## src/core/eipl_regs.vh

```
// Constants for the extended interrupt priority and external request block.
// Assumes inclusion by bare name; definitions only.
//
// What this block does
// Priority bit 7 sets timer three interrupt low (0) or high (1).
// Software writes zero into reserved priority bit 6.
// Priority bit 5 sets comparator interrupt low or high.
// Priority bit 4 sets counter array interrupt low or high.
// Priority bit 3 sets conversion-complete interrupt low or high.
// Priority bit 2 sets window-compare interrupt low or high.
// Priority bit 1 sets port match interrupt low or high.
// Priority bit 0 sets two-wire bus interrupt low or high.
// Each external request has its own polarity and trigger-type bit.
// Trigger type 1 is edge, 0 level; polarity 0 low, 1 high.
// Each request samples its pin without disturbing the crossbar peripheral.
// Software sets crossbar skip to dedicate a pin to a request.
// Pending flags sit at timer control bit 1 and bit 3.
// Edge mode pending flag clears when the CPU vectors.
// Level mode pending flag follows the active level of the input.
// Source holds a level request until the device recognises it.
// Source drops a level request before service ends, else re-request.
// Three-bit select picks one of eight port 0 pins, 000 to 111.
// A request reaches the CPU only while its mask bit is set.
// Pins are synchronised; edge mode catches entry into active level.
`ifndef EIPL_REGS_VH
`define EIPL_REGS_VH

// ==========================================================================
// Register indices (byte address is four times the index)
`define EIPL_IDX_PRIO        10'h0f6
`define EIPL_IDX_CFG         10'h0e4
`define EIPL_IDX_TCTL        10'h0f0
`define EIPL_IDX_MASK        10'h0f1

// ==========================================================================
// Reset values
`define EIPL_RST_PRIO        8'h00
`define EIPL_RST_CFG         8'h01
`define EIPL_RST_TCTL        4'h0
`define EIPL_RST_MASK        2'h0

// ==========================================================================
// Priority register fields
`define EIPL_B_TIMER3        7
`define EIPL_B_RSVD          6
`define EIPL_B_CMP           5
`define EIPL_B_PCA           4
`define EIPL_B_CONV          3
`define EIPL_B_WIN           2
`define EIPL_B_MATCH         1
`define EIPL_B_TWI           0

// ==========================================================================
// Request configuration fields
`define EIPL_B_ONE_POL       7
`define EIPL_F_ONE_SEL       6:4
`define EIPL_B_ZERO_POL      3
`define EIPL_F_ZERO_SEL      2:0

// ==========================================================================
// Timer control fields (only the request bits live here)
`define EIPL_B_ZERO_TRIG     0
`define EIPL_B_ZERO_PEND     1
`define EIPL_B_ONE_TRIG      2
`define EIPL_B_ONE_PEND      3

// ==========================================================================
// Mask register fields
`define EIPL_B_ZERO_MASK     0
`define EIPL_B_ONE_MASK      1

// ==========================================================================
// Bus answers and pipeline depth
`define EIPL_RESP_OKAY       2'h0
`define EIPL_RESP_SLVERR     2'h2
`define EIPL_SYNC_STAGES     2

`endif

```

## src/core/eipl_top.v

```verilog
// Extended priority register and two external interrupt requests.
// Assumes an AXI4-Lite master on aclk and vector acks from the core.
//
// Our own choice: the AXI4-Lite interface to the registers.
`timescale 1ns/1ps
`include "eipl_regs.vh"

module eipl_top #(
  parameter ADDR_W = 12
) (
  // Clock and reset
  input  wire              aclk,
  input  wire              aresetn,
  // AXI4-Lite write address
  input  wire [ADDR_W-1:0] s_axi_awaddr,
  input  wire [2:0]        s_axi_awprot,
  input  wire              s_axi_awvalid,
  output wire              s_axi_awready,
  // AXI4-Lite write data
  input  wire [31:0]       s_axi_wdata,
  input  wire [3:0]        s_axi_wstrb,
  input  wire              s_axi_wvalid,
  output wire              s_axi_wready,
  // AXI4-Lite write response
  output wire [1:0]        s_axi_bresp,
  output wire              s_axi_bvalid,
  input  wire              s_axi_bready,
  // AXI4-Lite read address
  input  wire [ADDR_W-1:0] s_axi_araddr,
  input  wire [2:0]        s_axi_arprot,
  input  wire              s_axi_arvalid,
  output wire              s_axi_arready,
  // AXI4-Lite read data
  output wire [31:0]       s_axi_rdata,
  output wire [1:0]        s_axi_rresp,
  output wire              s_axi_rvalid,
  input  wire              s_axi_rready,
  // Port 0 pins
  input  wire [7:0]        port_zero_pins,
  // Vectoring acknowledges from the core
  input  wire              ext_zero_vector,
  input  wire              ext_one_vector,
  // Requests to the core
  output wire              ext_request_zero,
  output wire              ext_request_one,
  // Priority levels to the vectoring logic
  output wire              timer_three_prio,
  output wire              comparator_prio,
  output wire              counter_array_prio,
  output wire              conversion_done_prio,
  output wire              window_compare_prio,
  output wire              port_match_prio,
  output wire              two_wire_bus_prio
);

  localparam SEL_NONE = 3'h0;
  localparam SEL_PRIO = 3'h1;
  localparam SEL_CFG  = 3'h2;
  localparam SEL_TCTL = 3'h3;
  localparam SEL_MASK = 3'h4;

  localparam [3:0] RST_TCTL = `EIPL_RST_TCTL;

  // ========================================================================
  // Address decode, shared by both channels
  function [2:0] eipl_sel;
    input [ADDR_W-1:0] addr;
    begin
      if (addr[1:0] != 2'h0) begin
        eipl_sel = SEL_NONE;
      end else if (addr[ADDR_W-1:2] == `EIPL_IDX_PRIO) begin
        eipl_sel = SEL_PRIO;
      end else if (addr[ADDR_W-1:2] == `EIPL_IDX_CFG) begin
        eipl_sel = SEL_CFG;
      end else if (addr[ADDR_W-1:2] == `EIPL_IDX_TCTL) begin
        eipl_sel = SEL_TCTL;
      end else if (addr[ADDR_W-1:2] == `EIPL_IDX_MASK) begin
        eipl_sel = SEL_MASK;
      end else begin
        eipl_sel = SEL_NONE;
      end
    end
  endfunction

  reg  [7:0]  prio_q;
  reg  [7:0]  cfg_q;
  reg         zero_trig_q;
  reg         one_trig_q;
  reg  [1:0]  mask_q;
  reg         bvalid_q;
  reg  [1:0]  bresp_q;
  reg         rvalid_q;
  reg  [1:0]  rresp_q;
  reg  [31:0] rdata_q;
  reg  [31:0] rdata_d;

  wire        wr_fire;
  wire        rd_fire;
  wire [2:0]  wr_sel;
  wire [2:0]  rd_sel;
  wire        lane0;
  wire        tctl_wr;
  wire [7:0]  pins_sync;
  wire        zero_pending;
  wire        one_pending;

  // ========================================================================
  // Write channel: address and data taken together, response next cycle
  assign wr_fire       = s_axi_awvalid && s_axi_wvalid && !bvalid_q;
  assign s_axi_awready = wr_fire;
  assign s_axi_wready  = wr_fire;
  assign wr_sel        = eipl_sel(s_axi_awaddr);
  assign lane0         = s_axi_wstrb[0];
  assign tctl_wr       = wr_fire && lane0 && (wr_sel == SEL_TCTL);

  always @(posedge aclk) begin
    if (!aresetn) begin
      bvalid_q <= 1'b0;
      bresp_q  <= `EIPL_RESP_OKAY;
    end else if (wr_fire) begin
      bvalid_q <= 1'b1;
      bresp_q  <= (wr_sel == SEL_NONE) ? `EIPL_RESP_SLVERR : `EIPL_RESP_OKAY;
    end else if (s_axi_bready) begin
      bvalid_q <= 1'b0;
    end
  end

  assign s_axi_bvalid = bvalid_q;
  assign s_axi_bresp  = bresp_q;

  // ========================================================================
  // Register storage; reserved bit 6 is stored as written
  always @(posedge aclk) begin
    if (!aresetn) begin
      prio_q      <= `EIPL_RST_PRIO;
      cfg_q       <= `EIPL_RST_CFG;
      zero_trig_q <= RST_TCTL[`EIPL_B_ZERO_TRIG];
      one_trig_q  <= RST_TCTL[`EIPL_B_ONE_TRIG];
      mask_q      <= `EIPL_RST_MASK;
    end else if (wr_fire && lane0) begin
      if (wr_sel == SEL_PRIO) begin
        prio_q <= s_axi_wdata[7:0];
      end else if (wr_sel == SEL_CFG) begin
        cfg_q <= s_axi_wdata[7:0];
      end else if (wr_sel == SEL_TCTL) begin
        zero_trig_q <= s_axi_wdata[`EIPL_B_ZERO_TRIG];
        one_trig_q  <= s_axi_wdata[`EIPL_B_ONE_TRIG];
      end else if (wr_sel == SEL_MASK) begin
        mask_q <= s_axi_wdata[1:0];
      end
    end
  end

  // ========================================================================
  // Read channel: one read in flight, data registered
  assign s_axi_arready = !rvalid_q;
  assign rd_fire       = s_axi_arvalid && !rvalid_q;
  assign rd_sel        = eipl_sel(s_axi_araddr);

  always @* begin
    rdata_d = 32'h0000_0000;
    if (rd_sel == SEL_PRIO) begin
      rdata_d[7:0] = prio_q;
    end else if (rd_sel == SEL_CFG) begin
      rdata_d[7:0] = cfg_q;
    end else if (rd_sel == SEL_TCTL) begin
      rdata_d[`EIPL_B_ZERO_TRIG] = zero_trig_q;
      rdata_d[`EIPL_B_ZERO_PEND] = zero_pending;
      rdata_d[`EIPL_B_ONE_TRIG]  = one_trig_q;
      rdata_d[`EIPL_B_ONE_PEND]  = one_pending;
    end else if (rd_sel == SEL_MASK) begin
      rdata_d[1:0] = mask_q;
    end
  end

  always @(posedge aclk) begin
    if (!aresetn) begin
      rvalid_q <= 1'b0;
      rresp_q  <= `EIPL_RESP_OKAY;
      rdata_q  <= 32'h0000_0000;
    end else if (rd_fire) begin
      rvalid_q <= 1'b1;
      rresp_q  <= (rd_sel == SEL_NONE) ? `EIPL_RESP_SLVERR : `EIPL_RESP_OKAY;
      rdata_q  <= rdata_d;
    end else if (s_axi_rready) begin
      rvalid_q <= 1'b0;
    end
  end

  assign s_axi_rvalid = rvalid_q;
  assign s_axi_rresp  = rresp_q;
  assign s_axi_rdata  = rdata_q;

  // ========================================================================
  // External requests; pins are only read, never driven
  eipl_pin_sync #(
    .WIDTH     (8)
  ) u_sync (
    .aclk      (aclk),
    .aresetn   (aresetn),
    .pins_in   (port_zero_pins),
    .pins_sync (pins_sync)
  );

  eipl_ext_detect u_zero (
    .aclk         (aclk),
    .aresetn      (aresetn),
    .pins_sync    (pins_sync),
    .pin_select   (cfg_q[`EIPL_F_ZERO_SEL]),
    .polarity     (cfg_q[`EIPL_B_ZERO_POL]),
    .trigger_type (zero_trig_q),
    .vector_ack   (ext_zero_vector),
    .sw_write     (tctl_wr),
    .sw_value     (s_axi_wdata[`EIPL_B_ZERO_PEND]),
    .pending      (zero_pending)
  );

  eipl_ext_detect u_one (
    .aclk         (aclk),
    .aresetn      (aresetn),
    .pins_sync    (pins_sync),
    .pin_select   (cfg_q[`EIPL_F_ONE_SEL]),
    .polarity     (cfg_q[`EIPL_B_ONE_POL]),
    .trigger_type (one_trig_q),
    .vector_ack   (ext_one_vector),
    .sw_write     (tctl_wr),
    .sw_value     (s_axi_wdata[`EIPL_B_ONE_PEND]),
    .pending      (one_pending)
  );

  // Mask gates the flag, not the flag's capture
  assign ext_request_zero = zero_pending && mask_q[`EIPL_B_ZERO_MASK];
  assign ext_request_one  = one_pending && mask_q[`EIPL_B_ONE_MASK];

  // ========================================================================
  // Priority levels
  assign timer_three_prio     = prio_q[`EIPL_B_TIMER3];
  assign comparator_prio      = prio_q[`EIPL_B_CMP];
  assign counter_array_prio   = prio_q[`EIPL_B_PCA];
  assign conversion_done_prio = prio_q[`EIPL_B_CONV];
  assign window_compare_prio  = prio_q[`EIPL_B_WIN];
  assign port_match_prio      = prio_q[`EIPL_B_MATCH];
  assign two_wire_bus_prio    = prio_q[`EIPL_B_TWI];

endmodule // eipl_top

```

## src/core/eipl_pin_sync.v

```verilog
// Two-stage synchroniser for the port 0 pins.
// Assumes pins change at any time relative to aclk.
`timescale 1ns/1ps
`include "eipl_regs.vh"

module eipl_pin_sync #(
  parameter WIDTH = 8
) (
  // Clock and reset
  input  wire             aclk,
  input  wire             aresetn,
  // Pins
  input  wire [WIDTH-1:0] pins_in,
  output wire [WIDTH-1:0] pins_sync
);

  reg [WIDTH-1:0] meta_q;
  reg [WIDTH-1:0] sync_q;

  // ========================================================================
  // First stage feeds only the second
  always @(posedge aclk) begin
    if (!aresetn) begin
      meta_q <= {WIDTH{1'b0}};
      sync_q <= {WIDTH{1'b0}};
    end else begin
      meta_q <= pins_in;
      sync_q <= meta_q;
    end
  end

  assign pins_sync = sync_q;

endmodule // eipl_pin_sync

```

## src/core/eipl_ext_detect.v

```verilog
// One external request: pin select, polarity, edge or level pending flag.
// Assumes pins_sync is already synchronous to aclk.
`timescale 1ns/1ps
`include "eipl_regs.vh"

module eipl_ext_detect (
  // Clock and reset
  input  wire       aclk,
  input  wire       aresetn,
  // Synchronised port 0
  input  wire [7:0] pins_sync,
  // Configuration
  input  wire [2:0] pin_select,
  input  wire       polarity,
  input  wire       trigger_type,
  // Events
  input  wire       vector_ack,
  input  wire       sw_write,
  input  wire       sw_value,
  // Flag
  output wire       pending
);

  wire pin_level;
  wire active;
  reg  prev_q;
  reg  pending_q;
  reg  pending_d;

  // ========================================================================
  // Pin pick and active level
  assign pin_level = pins_sync[pin_select];
  assign active    = polarity ? pin_level : ~pin_level;

  // ========================================================================
  // Flag update; a new edge wins over any clear in the same cycle
  always @* begin
    pending_d = pending_q;
    if (!trigger_type) begin
      pending_d = active;
    end else if (active && !prev_q) begin
      pending_d = 1'b1;
    end else if (vector_ack) begin
      pending_d = 1'b0;
    end else if (sw_write) begin
      pending_d = sw_value;
    end
  end

  // Previous level resets active so a pin idling active gives no false edge
  always @(posedge aclk) begin
    if (!aresetn) begin
      prev_q    <= 1'b1;
      pending_q <= 1'b0;
    end else begin
      prev_q    <= active;
      pending_q <= pending_d;
    end
  end

  assign pending = pending_q;

endmodule // eipl_ext_detect

```

## config.mk

```make
export PLATFORM = sky130hd
export DESIGN_NAME = eipl_top
export DESIGN_NICKNAME = d
export VERILOG_FILES = /design/src/core/eipl_top.v /design/src/core/eipl_pin_sync.v /design/src/core/eipl_ext_detect.v
export VERILOG_INCLUDE_DIRS = /design/src /design/src/core
export SDC_FILE = /design/constraint.sdc
export NUM_CORES = 1
export LEC_CHECK = 0
export ABC_AREA = 1
export BUFFER_PORTS_ARGS = -buffer_cell sky130_fd_sc_hd__clkbuf_2
export CAP_MARGIN = 40
export CELL_PAD_IN_SITES_DETAIL_PLACEMENT = 1
export CELL_PAD_IN_SITES_GLOBAL_PLACEMENT = 1
export CORE_ASPECT_RATIO = 0.7
export CORE_MARGIN = 2
export CORE_UTILIZATION = 31
export CTS_CLUSTER_DIAMETER = 40
export DETAILED_ROUTE_END_ITERATION = 12
export GPL_TIMING_DRIVEN = 0
export HOLD_SLACK_MARGIN = 0.15
export MAX_ROUTING_LAYER = met4
export PLACE_DENSITY_LB_ADDON = 0.1
export SETUP_SLACK_MARGIN = 0.5
export SKIP_CTS_REPAIR_TIMING = 1
export SYNTH_ARGS = -nofsm -noshare
export SYNTH_HDL_FRONTEND = slang
export SYNTH_SLANG_ARGS = --single-unit
export TNS_END_PERCENT = 100
```

## constraint.sdc

```tcl
create_clock -name aclk -period 2 [get_ports aclk]
set_clock_uncertainty 0.05 [all_clocks]
set_input_delay 0.4 -clock aclk [delete_from_list [all_inputs] [get_ports aclk]]
set_output_delay 0.4 -clock aclk [all_outputs]
set_load 0.05 [all_outputs]
```

## After elaboration in Yosys (flattened, before gate mapping)

Index checks and enable logic that the tools add are counted.

- $lt $le $gt $ge: 2
- Equality and inequality tests: 18
- Multiplexer cells: 36
- Bitwise gates (word level): 5
- Reductions and logical operators: 23

Operators by type and width:

| cell | number |
|---|---|
| 10-bit by 8-bit == test with 1-bit output (second input constant) | 8 |
| 3-bit two-way mux | 10 |
| 1-bit two-way mux | 16 |
| 3-bit by 2-bit == test with 1-bit output (second input constant) | 4 |
| 2-bit two-way mux | 5 |
| 1-bit logical AND | 9 |
| 3-bit by 4-bit < comparator with 1-bit output (second input constant) | 2 |
| 4-bit two-way mux | 2 |
| 8-bit two-way mux | 1 |
| 4-bit by 2-bit != test with 1-bit output (second input constant) | 2 |
| 2-bit nonzero test | 4 |
| 1-bit binary-select mux with 3-bit select | 2 |
| 3-bit by 1-bit == test with 1-bit output (second input constant) | 2 |
| 3-bit == test (second input constant) | 2 |
| 3-bit logical NOT | 2 |
| 1-bit inverter | 5 |
| 5-bit AND reduction | 1 |
| 1-bit logical NOT | 4 |
| 4-bit AND reduction | 1 |
| 3-bit AND reduction | 1 |
| 2-bit AND reduction | 1 |

- Register bits: 54
- Input bits: 83
- Output and inout port bits: 50
- Logic and storage cells: 100

## Logic depth before layout (Yosys ltp)

- Depth after elaboration: 12
- Gate-level depth with buffers: 12
- Mapped depth without buffers: 12

## By module

A second synthesis with hierarchy kept.

- Cells, all modules: 462
- Area total of the unflattened synthesis: 3039.2 um^2

By module, submodules not included:

| module | instances | cells an instance | area an instance (um^2) | seq. area each (um^2) |
|---|---|---|---|---|
| eipl_top | 1 | 316 | 2029.4 | 640.6 |
| eipl_ext_detect | 2 | 48 | 262.8 | 40.0 |
| eipl_pin_sync | 1 | 50 | 484.2 | 320.3 |

## Worst setup path after synthesis

Ideal clock, no wire load.

- Kind: reg2reg
- Start: register rvalid_q, in the netlist s_axi_rvalid
- End: register rdata_q[3], in the netlist s_axi_rdata[3]
- Library setup time: 0.135 ns
- Data arrival time: 1.723 ns
- Slack: 0.091 ns
- Stages on the path, launching flop included: 9
- Period minus slack after synthesis: 1.909 ns
- Cells stage by stage: dfxtp_1 inv_1 nand2_1 inv_1 clkbuf_1 nand2_1 nand2_1 nand2_1 a21oi_1

- Longest elaborated chain between the ends: 2

Ends and longest elaborated chain:

| element | RTL line | text |
|---|---|---|
| from (decl) | eipl_top.v:92 | `reg rvalid_q;` |
| from (signal assigned) | eipl_top.v:178 | `rvalid_q <= 1'b0;` |
| from (signal assigned) | eipl_top.v:182 | `rvalid_q <= 1'b1;` |
| from (signal assigned) | eipl_top.v:186 | `rvalid_q <= 1'b0;` |
| 1-bit logical NOT | n/a |  |
| via s_axi_arready | eipl_top.v:32 | `output wire s_axi_arready,` |
| 1-bit logical AND | eipl_top.v:157 | `assign rd_fire = s_axi_arvalid && !rvalid_q;` |
| to (signal assigned) | eipl_top.v:184 | `rdata_q <= rdata_d;` |
| to (decl) | eipl_top.v:94 | `reg [31:0] rdata_q;` |

The timed path passes the listed nets, and every way through them passes these cells.
A chain may end at the register's enable or synchronous reset.

## Worst setup path in the final report

- Start: input s_axi_awaddr[8]
- End: register prio_q[3]

- Longest elaborated chain between the ends: 8

Ends and longest elaborated chain:

| element | RTL line | text |
|---|---|---|
| from (decl) | eipl_top.v:15 | `input wire [ADDR_W-1:0] s_axi_awaddr,` |
| 10-bit by 8-bit == test with 1-bit output (no line) | n/a |  |
| 3-bit two-way mux | eipl_top.v:77 | `` end else if (addr[ADDR_W-1:2] == `EIPL_IDX_MASK) begin `` |
| 3-bit two-way mux | eipl_top.v:75 | `` end else if (addr[ADDR_W-1:2] == `EIPL_IDX_TCTL) begin `` |
| 3-bit two-way mux | eipl_top.v:73 | `` end else if (addr[ADDR_W-1:2] == `EIPL_IDX_CFG) begin `` |
| 3-bit two-way mux (*) | eipl_top.v:71 | `` end else if (addr[ADDR_W-1:2] == `EIPL_IDX_PRIO) begin `` |
| 3-bit two-way mux (*) | eipl_top.v:69 | `if (addr[1:0] != 2'h0) begin` |
| 3-bit by 1-bit == test with 1-bit output (*) | eipl_top.v:141 | `if (wr_sel == SEL_PRIO) begin` |
| 2-bit AND reduction (no line) (*) | n/a |  |
| to (signal assigned) | eipl_top.v:135 | `` prio_q <= `EIPL_RST_PRIO; `` |
| to (signal assigned) | eipl_top.v:142 | `prio_q <= s_axi_wdata[7:0];` |
| to (decl) | eipl_top.v:85 | `reg [7:0] prio_q;` |

Mark *: on every way between the ends. The rest lies on a longest branch, timed or not.

==> reports/metrics.csv <==
metric;value;unit
YS warnings;0;
Fin. Hold Viols;0;
Synth area leaders;dfxtp_1 (37%), nand2_1 (14%), inv_1 (9.4%), buf_4 (7.1%), nor2_1 (5.9%);
ant diodes;0;
Worst R2R End;cfg_q[5];
CTS sink cnt;52;
Residual DRC;0;
Die Y;84.2;um
Slew headroom;57.9;%
status;completed;
vias in the first global route;2738;
flops & latches, synth;52;
worst hold path depth;3;
actual slew at the worst max-slew pin;0.631;ns
CP max FO;5;
reg-to-reg setup timing slack;0.54;ns
critical path class;input pin to register;
Worst setup SP type;input pin;
final worst-path cycle share;80.6;%
Worst-Skew Late Latency;0.29;ns
Max-cap violations;0;
post-synth top area share;36.6;%
RSZ-0062 raised after global routing;true;
GR Util All Layers;16.4;%
Async S/R FF share, synth;0;%
VDD IR-drop max;0.000373;V
Routability Congestion;0.742;
root buf cell;clkbuf_16;
Worst R2R Path Depth;9;
Detail Route Antenna Nets;0;
final setup TNS;0;ns
initial antenna violation count;0;
Synth Instances;421;
Synth top cells by count;nand2_1 (108), inv_1 (71), dfxtp_1 (52);
drt pass-1 iters;4;
WP data arrival;1.75;ns
area occupied by multi-input gates;1600;um2
most numerous cell in the Yosys netlist;nand2_1;
Overflow after GRT;0;
Setup Viol. Count Final;0;
PortBufs;72;
Post-synth EDFFs;0;
Tmin final;1.61;ns
largest area contributor in the netlist;dfxtp_1;
layout cells sized above 1;35.9;%
CTS Buf Count;5;
top_reg_cell synth;dfxtp_1;
largest net degree at the start of global routing;17;
full die area;9970;um2
Pins Over Slew Limit;0;
Tightest Hold Check Type;input pin to register;
Leak;2.10;nW
CP endpoint;prio_q[3];
Post-DP HPWL;6460;um
critical path capture point type;register;
core area;9000;um2
DRT iter0 DRCs;75;
Initial Util;31.6;%
hold slack;0.234;ns
CTS tree;yes;
row cnt;29;
total power;2.41;mW
Layout Area Growth over Synthesis;41.1;%
count of cell types in the netlist;32;
worst r2r src;s_axi_bvalid;
first-pass GRT wire length;12700;um
die width;119;um
Storage cell area;1050;um2
post-DR vias/cell;4.35;
Mapped Area;2850;um2
hold path start;port_zero_pins[0];
clk slew on worst S/H paths;0.07;ns
WL final;8360;um
fin nets;622;
crit path from;s_axi_awaddr[8];
Wirelength per Cell;12.6;um
H-tree levels;2;
fill cell count;1196;
sequential area share after synthesis;36.6;%
fmax;620;MHz
clk buf depth;2;
Synth Area per Inst;6.76;um2
Req. time, crit path;2.14;ns
Vias;2887;
PwrDens;599;nW/um2
I/O pin cnt;133;
flip-flops by register name, indices dropped and copies added, names as in the netlist, 2 cells and up:
register / cells
u_sync.pins_sync: 8
cfg_q: 8
prio_q: 8
mask_q: 2
u_sync.meta_q: 8
s_axi_rdata: 8
worst max-delay path: stages:
cell,delay [ns]
buf_6,0.08
nand2_4,0.06
nor2_4,0.16
nand2_2,0.09
or2_4,0.29
a21oi_4,0.21
nand3b_4,0.19
o21ai_2,0.21
nor2_1,0.06
where the power goes:
| group | internal (mW) | switching (mW) | total [mW] |
|---|---|---|---|
| combinational | 0.148 | 0.314 | 0.462 |
| clock | 0.467 | 0.398 | 0.866 |
| sequential | 1.06 | 0.0149 | 1.08 |
cells in the final DEF (no fill, tap or decap), types with 6 or more instances in the layout:
| cell type | n |
|---|---|
| nor2_2 | 9 |
| conb_1 | 26 |
| nand4_1 | 11 |
| clkbuf_16 | 6 |
| clkbuf_2 | 64 |
| a21oi_1 | 12 |
| nand3_1 | 27 |
| inv_1 | 63 |
| nand2_2 | 8 |
| o21ai_1 | 10 |
| clkbuf_1 | 6 |
| inv_2 | 6 |
| nor2_4 | 10 |
| nand2_4 | 7 |
| a211oi_2 | 7 |
| dfxtp_1 | 47 |
| nor2_1 | 31 |
| nand2_1 | 98 |
| buf_4 | 42 |
cells by family after synthesis:
logic type	Yosys count	share of synthesized area [%]
AND/OR/NAND/NOR	216	34.9
other	1	0.132
AO/OA/AOI/OAI	45	10.1
flip-flops	52	36.6
buffers and inverters	107	18.3
how the worst min path moves through the flow:
stage and to:
6_report u_sync.meta_q[0], 5_1_grt u_sync.meta_q[4], 4_1_cts u_sync.meta_q[0], 3_5_place_dp u_sync.pins_sync[1], 3_3_place_gp u_sync.pins_sync[1], 2_1_floorplan u_sync.pins_sync[0]
metrics by stage:
stage                     util, %  instances  setup WS (ns)  instance area [um2]
after detailed placement     39.2        642         0.0642                 3530
after global routing         44.6        664          0.336                 4010
final                        44.6        664          0.387                 4010
after floorplan                 -        446          0.424                 3010
after CTS                    40.8        650          0.239                 3670
after global placement       39.2        642         0.0588                 3530
layer usage:
metal / track usage [%] / vias to the layer above / routed length, um
met5: - / - / 0
met4: 4.22 / 0 / 65
met2: 25.3 / 64 / 3690
met3: 3.33 / 9 / 356
li1: - / 1499 / -
met1: 22.0 / 1315 / 4250
cell type report:
type	count	area share [%]
Sequential cell	52	26.3
Tap cell	124	3.87
Multi-Input combinational cell	288	39.7
Inverter	73	7.29
Clock inverter	2	0.405
Timing Repair Buffer	85	12.8
Clock buffer	6	3.21
Buffer	34	6.39
Power figures use the tool's default switching activity.
